**src/include/fcg_pkg.sv**
```systemverilog
`default_nettype none

package fcg_pkg;

   // ---------------------------------------------------------------
   // Fanout geometry
   // ---------------------------------------------------------------
   localparam int NUM_PAIRS = 4;

   // ---------------------------------------------------------------
   // Levels taken by control pins left undriven
   // ---------------------------------------------------------------
   localparam logic OE_PULL = 1'h1;
   localparam logic EN_PULL = 1'h1;
   localparam logic SEL_PULL = 1'h0;

   // ---------------------------------------------------------------
   // Source select encoding
   // ---------------------------------------------------------------
   localparam logic SEL_PRIMARY = 1'h0;
   localparam logic SEL_ALTERNATE = 1'h1;

   // ---------------------------------------------------------------
   // Reset values
   // ---------------------------------------------------------------
   // Control vector order: {oe, en, sel}
   localparam int CTRL_W = 3;
   localparam logic [CTRL_W-1:0] CTRL_RST = 3'h6;
   localparam int CTRL_OE_BIT = 2;
   localparam int CTRL_EN_BIT = 1;
   localparam int CTRL_SEL_BIT = 0;
   localparam int PAIR_W = 4;
   localparam logic [PAIR_W-1:0] PAIR_RST = 4'h0;
   localparam logic GATE_RST = 1'h0;
   localparam logic LEVEL_RST = 1'h0;

   // ---------------------------------------------------------------
   // Carriers
   // ---------------------------------------------------------------
   // One input pair: levels plus board bias straps
   typedef struct packed {
      logic true_lvl;
      logic comp_lvl;
      logic true_bias;
      logic comp_bias;
   } fcg_pair_s;

   // Control pins with a driven flag each; undriven takes the pull level
   typedef struct packed {
      logic oe;
      logic oe_drv;
      logic en;
      logic en_drv;
      logic sel;
      logic sel_drv;
   } fcg_ctrl_s;

   // Gate progress after an enable change
   typedef enum logic [1:0] {
      GATE_IDLE,
      GATE_ARMED,
      GATE_APPLIED
   } fcg_gate_e;

endpackage : fcg_pkg

`default_nettype wire

```
**src/core/fcg_fanout_gate.sv**
```systemverilog
// Functional notes
// [RULE_01] Output enable low puts every fanout output in high impedance.
// [RULE_02] Enabled but gated: true outputs low, complement outputs high.
// [RULE_03] Enabled and running: every pair follows the selected input clock.
// [RULE_04] Select high routes the alternate pair, low the primary pair.
// [RULE_05] Gate switches only after a rising then a falling selected edge.
// [RULE_06] Enable may change any time; synchronised so no runt appears.
// [RULE_07] Differential input: true follows true, complement inverts.
// [RULE_08] Complement biased: non-inverting single-ended to differential.
// [RULE_09] True biased, complement driven: outputs invert the complement.
// [RULE_10] Four identical output pairs carry the same waveform.
// [RULE_11] Undriven: output and gate enables default high, select low.
// [RULE_12] Enable captured on rising selected edge, applied at next falling.
`default_nettype none

module fcg_fanout_gate #(
   parameter int NUM_PAIRS = fcg_pkg::NUM_PAIRS
) (
   // Clock and reset
   input wire logic i_core_clk,
   input wire logic i_resetn,
   // Control pins
   input wire fcg_pkg::fcg_ctrl_s i_ctrl,
   // Clock input pairs
   input wire fcg_pkg::fcg_pair_s i_primary_clock_in,
   input wire fcg_pkg::fcg_pair_s i_alternate_clock_in,
   // Fanout pairs
   output logic [NUM_PAIRS-1:0] o_fanout_true_outputs,
   output logic [NUM_PAIRS-1:0] o_fanout_comp_outputs,
   output logic [NUM_PAIRS-1:0] o_fanout_oe
);

   // ---------------------------------------------------------------
   // Declarations
   // ---------------------------------------------------------------
   logic [fcg_pkg::CTRL_W-1:0] ctrl_pin;
   logic [fcg_pkg::CTRL_W-1:0] ctrl_s;
   logic [fcg_pkg::PAIR_W-1:0] prim_s;
   logic [fcg_pkg::PAIR_W-1:0] alt_s;
   fcg_pkg::fcg_pair_s prim_pair;
   fcg_pkg::fcg_pair_s alt_pair;
   logic oe_s;
   logic en_s;
   logic sel_s;
   logic prim_lvl;
   logic alt_lvl;
   logic sel_level;
   logic level_prev_r;
   logic clk_rise;
   logic clk_fall;
   logic armed_r;
   logic gate_r;
   fcg_pkg::fcg_gate_e gate_state_r;
   fcg_pkg::fcg_gate_e gate_state_nxt;

   // ---------------------------------------------------------------
   // Control pin defaults
   // ---------------------------------------------------------------
   // [RULE_11] Pull levels
   always_comb begin
      ctrl_pin[fcg_pkg::CTRL_OE_BIT] =
         i_ctrl.oe_drv ? i_ctrl.oe : fcg_pkg::OE_PULL;
      ctrl_pin[fcg_pkg::CTRL_EN_BIT] =
         i_ctrl.en_drv ? i_ctrl.en : fcg_pkg::EN_PULL;
      ctrl_pin[fcg_pkg::CTRL_SEL_BIT] =
         i_ctrl.sel_drv ? i_ctrl.sel : fcg_pkg::SEL_PULL;
   end

   // ---------------------------------------------------------------
   // Pin synchronisers
   // ---------------------------------------------------------------
   // [RULE_06] Asynchronous enable captured
   fcg_sync3 #(
      .W(fcg_pkg::CTRL_W),
      .RST_VAL(fcg_pkg::CTRL_RST)
   ) u_sync_ctrl (
      .i_core_clk(i_core_clk),
      .i_resetn(i_resetn),
      .i_async(ctrl_pin),
      .o_stable(ctrl_s)
   );

   fcg_sync3 #(
      .W(fcg_pkg::PAIR_W),
      .RST_VAL(fcg_pkg::PAIR_RST)
   ) u_sync_prim (
      .i_core_clk(i_core_clk),
      .i_resetn(i_resetn),
      .i_async(i_primary_clock_in),
      .o_stable(prim_s)
   );

   fcg_sync3 #(
      .W(fcg_pkg::PAIR_W),
      .RST_VAL(fcg_pkg::PAIR_RST)
   ) u_sync_alt (
      .i_core_clk(i_core_clk),
      .i_resetn(i_resetn),
      .i_async(i_alternate_clock_in),
      .o_stable(alt_s)
   );

   assign oe_s = ctrl_s[fcg_pkg::CTRL_OE_BIT];
   assign en_s = ctrl_s[fcg_pkg::CTRL_EN_BIT];
   assign sel_s = ctrl_s[fcg_pkg::CTRL_SEL_BIT];
   assign prim_pair = fcg_pkg::fcg_pair_s'(prim_s);
   assign alt_pair = fcg_pkg::fcg_pair_s'(alt_s);

   // ---------------------------------------------------------------
   // Input pair decode and source select
   // ---------------------------------------------------------------
   fcg_pair_decode u_dec_prim (
      .i_pair(prim_pair),
      .o_level(prim_lvl)
   );

   fcg_pair_decode u_dec_alt (
      .i_pair(alt_pair),
      .o_level(alt_lvl)
   );

   // [RULE_04] Source mux
   // A select change mid-period may shorten one pulse; switch while gated.
   assign sel_level = (sel_s == fcg_pkg::SEL_ALTERNATE) ? alt_lvl : prim_lvl;

   // ---------------------------------------------------------------
   // Selected clock edge detection
   // ---------------------------------------------------------------
   always_ff @(posedge i_core_clk or negedge i_resetn) begin
      if (!i_resetn) begin
         level_prev_r <= fcg_pkg::LEVEL_RST;
      end else begin
         level_prev_r <= sel_level;
      end
   end

   assign clk_rise = sel_level & ~level_prev_r;
   assign clk_fall = ~sel_level & level_prev_r;

   // ---------------------------------------------------------------
   // Enable gate: arm on rising edge, apply on falling edge
   // ---------------------------------------------------------------
   // [RULE_12] Arm on rising
   always_ff @(posedge i_core_clk or negedge i_resetn) begin
      if (!i_resetn) begin
         armed_r <= fcg_pkg::GATE_RST;
      end else if (clk_rise) begin
         armed_r <= en_s;
      end
   end

   // [RULE_05] Apply on falling
   // Gate moves only while the clock is low, so no output edge is cut.
   always_ff @(posedge i_core_clk or negedge i_resetn) begin
      if (!i_resetn) begin
         gate_r <= fcg_pkg::GATE_RST;
      end else if (clk_fall) begin
         gate_r <= armed_r;
      end
   end

   // Progress tracker, visible for debug and checks
   always_comb begin
      case (gate_state_r)
         fcg_pkg::GATE_IDLE: begin
            gate_state_nxt = (en_s != gate_r) ? fcg_pkg::GATE_ARMED
                                              : fcg_pkg::GATE_IDLE;
         end
         fcg_pkg::GATE_ARMED: begin
            gate_state_nxt = (clk_fall && armed_r != gate_r) ?
                             fcg_pkg::GATE_APPLIED : fcg_pkg::GATE_ARMED;
         end
         fcg_pkg::GATE_APPLIED: begin
            gate_state_nxt = fcg_pkg::GATE_IDLE;
         end
         default: begin
            gate_state_nxt = fcg_pkg::GATE_IDLE;
         end
      endcase
   end

   always_ff @(posedge i_core_clk or negedge i_resetn) begin
      if (!i_resetn) begin
         gate_state_r <= fcg_pkg::GATE_IDLE;
      end else begin
         gate_state_r <= gate_state_nxt;
      end
   end

   // ---------------------------------------------------------------
   // Fanout output registers
   // ---------------------------------------------------------------
   genvar p;
   generate
      for (p = 0; p < NUM_PAIRS; p = p + 1) begin : g_pair
         // [RULE_10] Identical copies
         always_ff @(posedge i_core_clk or negedge i_resetn) begin
            if (!i_resetn) begin
               o_fanout_true_outputs[p] <= fcg_pkg::LEVEL_RST;
               o_fanout_comp_outputs[p] <= ~fcg_pkg::LEVEL_RST;
            end else begin
               // [RULE_02] Gated forces low
               // [RULE_03] Running follows clock
               o_fanout_true_outputs[p] <= gate_r & sel_level;
               o_fanout_comp_outputs[p] <= ~(gate_r & sel_level);
            end
         end

         // [RULE_01] Drive enable
         always_ff @(posedge i_core_clk or negedge i_resetn) begin
            if (!i_resetn) begin
               o_fanout_oe[p] <= fcg_pkg::OE_PULL;
            end else begin
               o_fanout_oe[p] <= oe_s;
            end
         end
      end
   endgenerate
endmodule : fcg_fanout_gate

`default_nettype wire

```
**src/core/fcg_pair_decode.sv**
```systemverilog
`default_nettype none

module fcg_pair_decode (
   // Input pair
   input wire fcg_pkg::fcg_pair_s i_pair,
   // Recovered logical clock level
   output logic o_level
);

   // ---------------------------------------------------------------
   // Differential, single-ended or inverted single-ended decode
   // ---------------------------------------------------------------
   always_comb begin
      if (i_pair.comp_bias && !i_pair.true_bias) begin
         // [RULE_08] True drives, non-inverting
         o_level = i_pair.true_lvl;
      end else if (i_pair.true_bias && !i_pair.comp_bias) begin
         // [RULE_09] Complement drives, inverting
         o_level = ~i_pair.comp_lvl;
      end else begin
         // [RULE_07] Differential follows true
         o_level = i_pair.true_lvl;
      end
   end

endmodule : fcg_pair_decode

`default_nettype wire

```
**src/core/fcg_sync3.sv**
```systemverilog
`default_nettype none

module fcg_sync3 #(
   parameter int W = 1,
   parameter logic [W-1:0] RST_VAL = '0
) (
   // Clock and reset
   input wire logic i_core_clk,
   input wire logic i_resetn,
   // Pin side
   input wire logic [W-1:0] i_async,
   // Core side
   output logic [W-1:0] o_stable
);

   logic [W-1:0] s1_r;
   logic [W-1:0] s2_r;
   logic [W-1:0] s3_r;

   // ---------------------------------------------------------------
   // Per-bit three stage capture, accept on agreement
   // ---------------------------------------------------------------
   genvar b;
   generate
      for (b = 0; b < W; b = b + 1) begin : g_bit
         always_ff @(posedge i_core_clk or negedge i_resetn) begin
            if (!i_resetn) begin
               s1_r[b] <= RST_VAL[b];
               s2_r[b] <= RST_VAL[b];
               s3_r[b] <= RST_VAL[b];
            end else begin
               s1_r[b] <= i_async[b];
               s2_r[b] <= s1_r[b];
               s3_r[b] <= s2_r[b];
            end
         end

         // [RULE_06] Metastability filter
         always_ff @(posedge i_core_clk or negedge i_resetn) begin
            if (!i_resetn) begin
               o_stable[b] <= RST_VAL[b];
            end else if (s2_r[b] == s3_r[b]) begin
               o_stable[b] <= s3_r[b];
            end
         end
      end
   endgenerate
endmodule : fcg_sync3

`default_nettype wire

```
**config.mk**
```make
export PLATFORM = sky130hd
export DESIGN_NAME = fcg_fanout_gate
export DESIGN_NICKNAME = d
export VERILOG_FILES = /design/src/include/fcg_pkg.sv /design/src/core/fcg_fanout_gate.sv /design/src/core/fcg_pair_decode.sv /design/src/core/fcg_sync3.sv
export SDC_FILE = /design/constraint.sdc
export NUM_CORES = 1
export LEC_CHECK = 0
export BUFFER_PORTS_ARGS = -buffer_cell sky130_fd_sc_hd__clkbuf_2
export CAP_MARGIN = 10
export CORE_MARGIN = 3
export CORE_UTILIZATION = 46
export CTS_BUF_LIST = sky130_fd_sc_hd__clkbuf_8
export CTS_CLUSTER_DIAMETER = 150
export CTS_CLUSTER_SIZE = 24
export DETAILED_ROUTE_END_ITERATION = 8
export PLACE_DENSITY_LB_ADDON = 0.08
export SLEW_MARGIN = 30
export SYNTH_ARGS = -nofsm -noshare
export SYNTH_HDL_FRONTEND = slang
export SYNTH_SLANG_ARGS = --single-unit
export TNS_END_PERCENT = 1
```
**constraint.sdc**
```tcl
create_clock -name i_core_clk -period 1.9 [get_ports i_core_clk]
set_clock_uncertainty 0.1 [all_clocks]
set_input_delay 0.095 -clock i_core_clk [delete_from_list [all_inputs] [get_ports i_core_clk]]
set_output_delay 0.095 -clock i_core_clk [all_outputs]
set_load 0.1 [all_outputs]
```
**Yosys cells after proc, flatten, opt, wreduce, memory -nomap -nowiden**

Cells that the tools add are included.

- Mux-type cells: 8
- Bitwise logic cells: 8
- Equal/unequal tests: 11
- Reduce and logical (&&, ||, !) cells: 8

Operators by type and width:

| kind | number |
|---|---|
| $eq A1 B1 Y1 | 11 |
| $mux W1 | 8 |
| $not A1 Y1 | 5 |
| $logic_and A1 B1 Y1 | 4 |
| $logic_not A1 Y1 | 4 |
| $and A1 B1 Y1 | 3 |

- Word-level logic and storage cells: 85
- Register bits after elaboration: 50
- Input bits: 16
- Output and inout port bits: 12

**Logic depth before layout (Yosys ltp)**

- Depth after elaboration: 7
- Depth in mapped cells: 4
- Depth with buffers taken out: 4

**Hierarchy**

Synthesis repeated with hierarchy kept, for this count alone.

- Cell total of the unflattened synthesis: 87
- Area total of the unflattened synthesis: 1584.0 µm²

Modules (own cells, without submodules):

| module | area an instance (µm²) | sequential area each (µm²) | instances | cells an instance |
|---|---|---|---|---|
| fcg_sync3 (u_sync_alt ...) | 445.4 | 400.4 | 2 | 20 |
| fcg_sync3 (u_sync_ctrl) | 344.1 | 310.3 | 1 | 15 |
| fcg_fanout_gate | 294.0 | 152.6 | 1 | 26 |
| fcg_pair_decode | 27.5 | 0.0 | 2 | 3 |

**Worst setup path after synthesis**

OpenSTA, ideal clock, no wires.

- Path kind: reg-to-output
- Start point: reg o_fanout_true_outputs[0] (netlist name)
- End point: out o_fanout_true_outputs[1]
- Required time: 1.705 ns
- Path slack: 0.348 ns
- Arrival: 1.357 ns
- Stages on the path, launching flop included: 2
- Buffers on the path: 1
- Cell sequence: dfrtp_1 > buf_4

RTL lines:

| item | line | RTL |
|---|---|---|
| end, declared | fcg_fanout_gate.sv:28 | `output logic [NUM_PAIRS-1:0] o_fanout_true_outputs,` |

**Worst setup path in the final report**

- Start point: reg u_sync_prim.o_stable[0]
- End point: reg gate_r

- Longest elaborated chain between the ends: 7
- Elaborated cells on any way between the ends: 8
- Those cells by class: mux (3); bitwise (2); reduce/logical (3)

RTL lines:

| item | line | RTL |
|---|---|---|
| start, declared | fcg_sync3.sv:13 | `output logic [W-1:0] o_stable` |
| start signal, assigned by index | fcg_sync3.sv:41 | `o_stable[b] <= RST_VAL[b];` |
| start signal, assigned by index | fcg_sync3.sv:43 | `o_stable[b] <= s3_r[b];` |
| $logic_not A1 Y1 | fcg_pair_decode.sv:17 | `end else if (i_pair.true_bias && !i_pair.comp_bias) begin` |
| $logic_and A1 B1 Y1 | fcg_pair_decode.sv:17 |  |
| $mux W1 | fcg_pair_decode.sv:17 |  |
| $mux W1 (*) | fcg_pair_decode.sv:14 | `if (i_pair.comp_bias && !i_pair.true_bias) begin` |
| $mux W1 (*) | fcg_fanout_gate.sv:124 | `assign sel_level = (sel_s == fcg_pkg::SEL_ALTERNATE) ? alt_lvl : prim_lvl;` |
| $not A1 Y1 (*) | fcg_fanout_gate.sv:138 | `assign clk_fall = ~sel_level & level_prev_r;` |
| $and A1 B1 Y1 (*) | fcg_fanout_gate.sv:138 |  |
| end signal, assigned | fcg_fanout_gate.sv:156 | `gate_r <= fcg_pkg::GATE_RST;` |
| end signal, assigned | fcg_fanout_gate.sv:158 | `gate_r <= armed_r;` |
| end, declared | fcg_fanout_gate.sv:52 | `logic gate_r;` |

Mark *: on every way between the ends. The rest lies on a longest branch, timed or not.
A chain may end at the register's enable or synchronous reset.

==> out/results.txt <==
# Max-Cap Violations -> 0
Yosys warning count -> 0
Peak supply drop -> 0.000646 V
Worst-path clk slew -> 80 ps
CTS max path bufs -> 2
CTS Hold Bufs -> 15
Sink Count -> 50
Setup Viol. Count Final -> 0
Clock root cell -> clkbuf_8
Drt first-iter violations -> 25
Final Util -> 61.2%
Post-CTS Setup Bufs -> 0
Internal power -> 1.52 mW
Ant. Diodes -> 0
Initial core utilization -> 49.6%
Kind of end point of the critical path -> flip-flop
Status -> finished clean
Mapped Nets -> 103
H-tree depth -> 2
DR DRC count -> 0
Final ANT Viol Nets -> 0
Leakage Power -> 0.848 nW
Syn Area/Cell -> 18.0 um2
Routed vias/inst -> 4.39
Global placer's final weighted congestion -> 0.612
Switch share -> 37.1%
DIE AREA -> 4130 um2
Area leader, netlist -> dfrtp_1
Clock Power Share -> 23.7%
Nets -> 144
CP Max Fanout -> 3
Most common cell in the netlist -> dfrtp_1
Worst EP arrival -> 1580 ps
Die width -> 64.3 um
Pwr Density -> 1250 nW/um2
Dominant cells by area after synthesis -> dfrtp_1 (64%), dfstp_2 (17%), maj3_1 (7.0%), buf_4 (4.3%), a211oi_2 (1.6%)
Ys flop type -> dfrtp_1
Period utilisation layout -> 79.0%
Worst-Margin Slew -> 569 ps
Die Y -> 64.3 um
Met1 wire length -> 850 um
HPWL Detailed -> 1130 um
Pin count of the biggest net entering global routing -> 51
RSZ-0062 raised after global routing -> no
Synth top cells by count -> dfrtp_1 (40), maj3_1 (11), dfstp_2 (10)
Final Power -> 2.42 mW
Crit Path Class -> reg -> reg
CTS buffer count -> 5
Global-route wire length before repair -> 3330 um
HP Class -> reg -> reg
Boundary Pins -> 28
Clock Latency Late Sink -> 290 ps
Worst slew margin -> 62.0%
Startpoint types -> flip-flop
Final hold vios -> 0
Layout cell share with drive strength beyond 1 -> 36.4%
Min cycle time layout -> 1500 ps
Routed via count -> 760
Total Routing Usage GR -> 10.9%
Hold slack -> 252 ps
Share of the synthesized area in the top cell type -> 64.1%
Std cell rows -> 20
Fmax achieved -> 666 MHz
WL met2 -> 881 um
Per-cell routed wire length -> 10.9 um
Initial antenna violation count -> 0
Post-synth EDFFs -> 0
Post-cts resize count -> 0
Worst EP required -> 1980 ps
Vias in the first global route -> 766
Top Layer Used -> met4
Number of port buffers -> 27
Combinational share of power -> 26.2%
CTS tree -> yes
P_sw -> 0.899 mW
Fraction of registers with async set/reset -> 100%
Fin Setup TNS -> 0 ps
Final Max Slew Viols -> 0
Core footprint -> 3150 um2
Sequential Power Share -> 50.0%
Syn Std Cell Area -> 1560 um2
Cells after Synth -> 87
Register bit total from synthesis -> 50
Number of distinct library cells after synthesis -> 14
Area delta synth->final -> 23.5%
Final WL -> 1880 um
First drt pass iteration count -> 2
Routed met3 length -> 137 um
Seq/Total Area, Yosys -> 80.9%
Total grt overflow -> 0
[per-stage QoR]
step / instance area (um2) / worst slack (ps) / instances
after floorplan: 1560 / 348 / 87
after global placement: 1690 / 458 / 150
after detailed placement: 1690 / 401 / 150
after CTS: 1930 / 389 / 173
after global routing: 1930 / 273 / 173
final: 1930 / 398 / 173
[cells by family after synthesis]
logic type | Yosys count | share of synthesized area [%]
fa+ha+maj | 11 | 7.05
compound gates | 3 | 1.92
buf+inv | 10 | 4.56
mux | 2 | 1.44
simple gates | 11 | 4.16
flops | 50 | 80.9
[per-layer routing]
| metal | track usage (%) | vias to the layer above |
|---|---|---|
| met2 | 16.2 | 28 |
| li1 | - | 357 |
| met5 | 0 | - |
| met3 | 4.75 | 2 |
| met4 | 5.54 | 0 |
| met1 | 13.3 | 373 |
[worst paths after layout]
kind | start | to | slack, ps | cells past startpoint
setup reg to reg | u_sync_prim.o_stable[0] | gate_r | 400 | 4
setup / recovery | u_sync_prim.o_stable[0] | gate_r | 400 | 4
hold reg to reg | u_sync_alt.s1_r[2] | u_sync_alt.s2_r[2] | 250 | 0
min in group asynchronous | i_resetn | u_sync_alt.s1_r[1] | 330 | 3
hold / removal | u_sync_alt.s1_r[2] | u_sync_alt.s2_r[2] | 250 | 0
max in group asynchronous | i_resetn | u_sync_ctrl.s1_r[2] | 990 | 3
[cell usage in the layout, fill, tap and decap left out, types with 4 or more instances in the layout]
master         count
clkbuf_2          27
clkbuf_8           5
dfrtp_1           40
dfstp_2           10
dlygate4sd3_1     15
maj3_1            11
nand2b_1           4
[state kept, by name, indices dropped and copies added (netlist names), 3 cells and up]
register / cells
u_sync_ctrl.s2_r: 3
u_sync_alt.s1_r: 4
u_sync_prim.s1_r: 4
u_sync_ctrl.s3_r: 3
u_sync_prim.s3_r: 4
u_sync_alt.s2_r: 4
u_sync_alt.o_stable: 4
u_sync_prim.o_stable: 4
u_sync_ctrl.s1_r: 3
u_sync_ctrl.o_stable: 3
u_sync_alt.s3_r: 4
u_sync_prim.s2_r: 4
[area by class of cell]
type	instances	area [um2]
flip-flops and latches	50	1260
fillers	268	1220
repair buffers	43	293
multi-input cells	27	228
clock buffers	5	68.8
well taps	44	55.1
clock inverters	3	18.8
inverters	1	3.75
[critical path, stage by stage (launching register included)]
cell and delay, ps:
dfrtp_1 410, nand2b_1 160, a211oi_2 310, o21ai_1 100
mux2_1 310
[power groups by stage]
stage                     sequential [mW]  clock, mW  combinational [mW]
after global routing                 1.23      0.646               0.658
after global placement               1.23          0               0.614
final                                1.21      0.574               0.636
after floorplan                      1.34          0               0.468
after detailed placement             1.23          0               0.616
after CTS                            1.21      0.591               0.641
(Power assumes the default switching activity.)
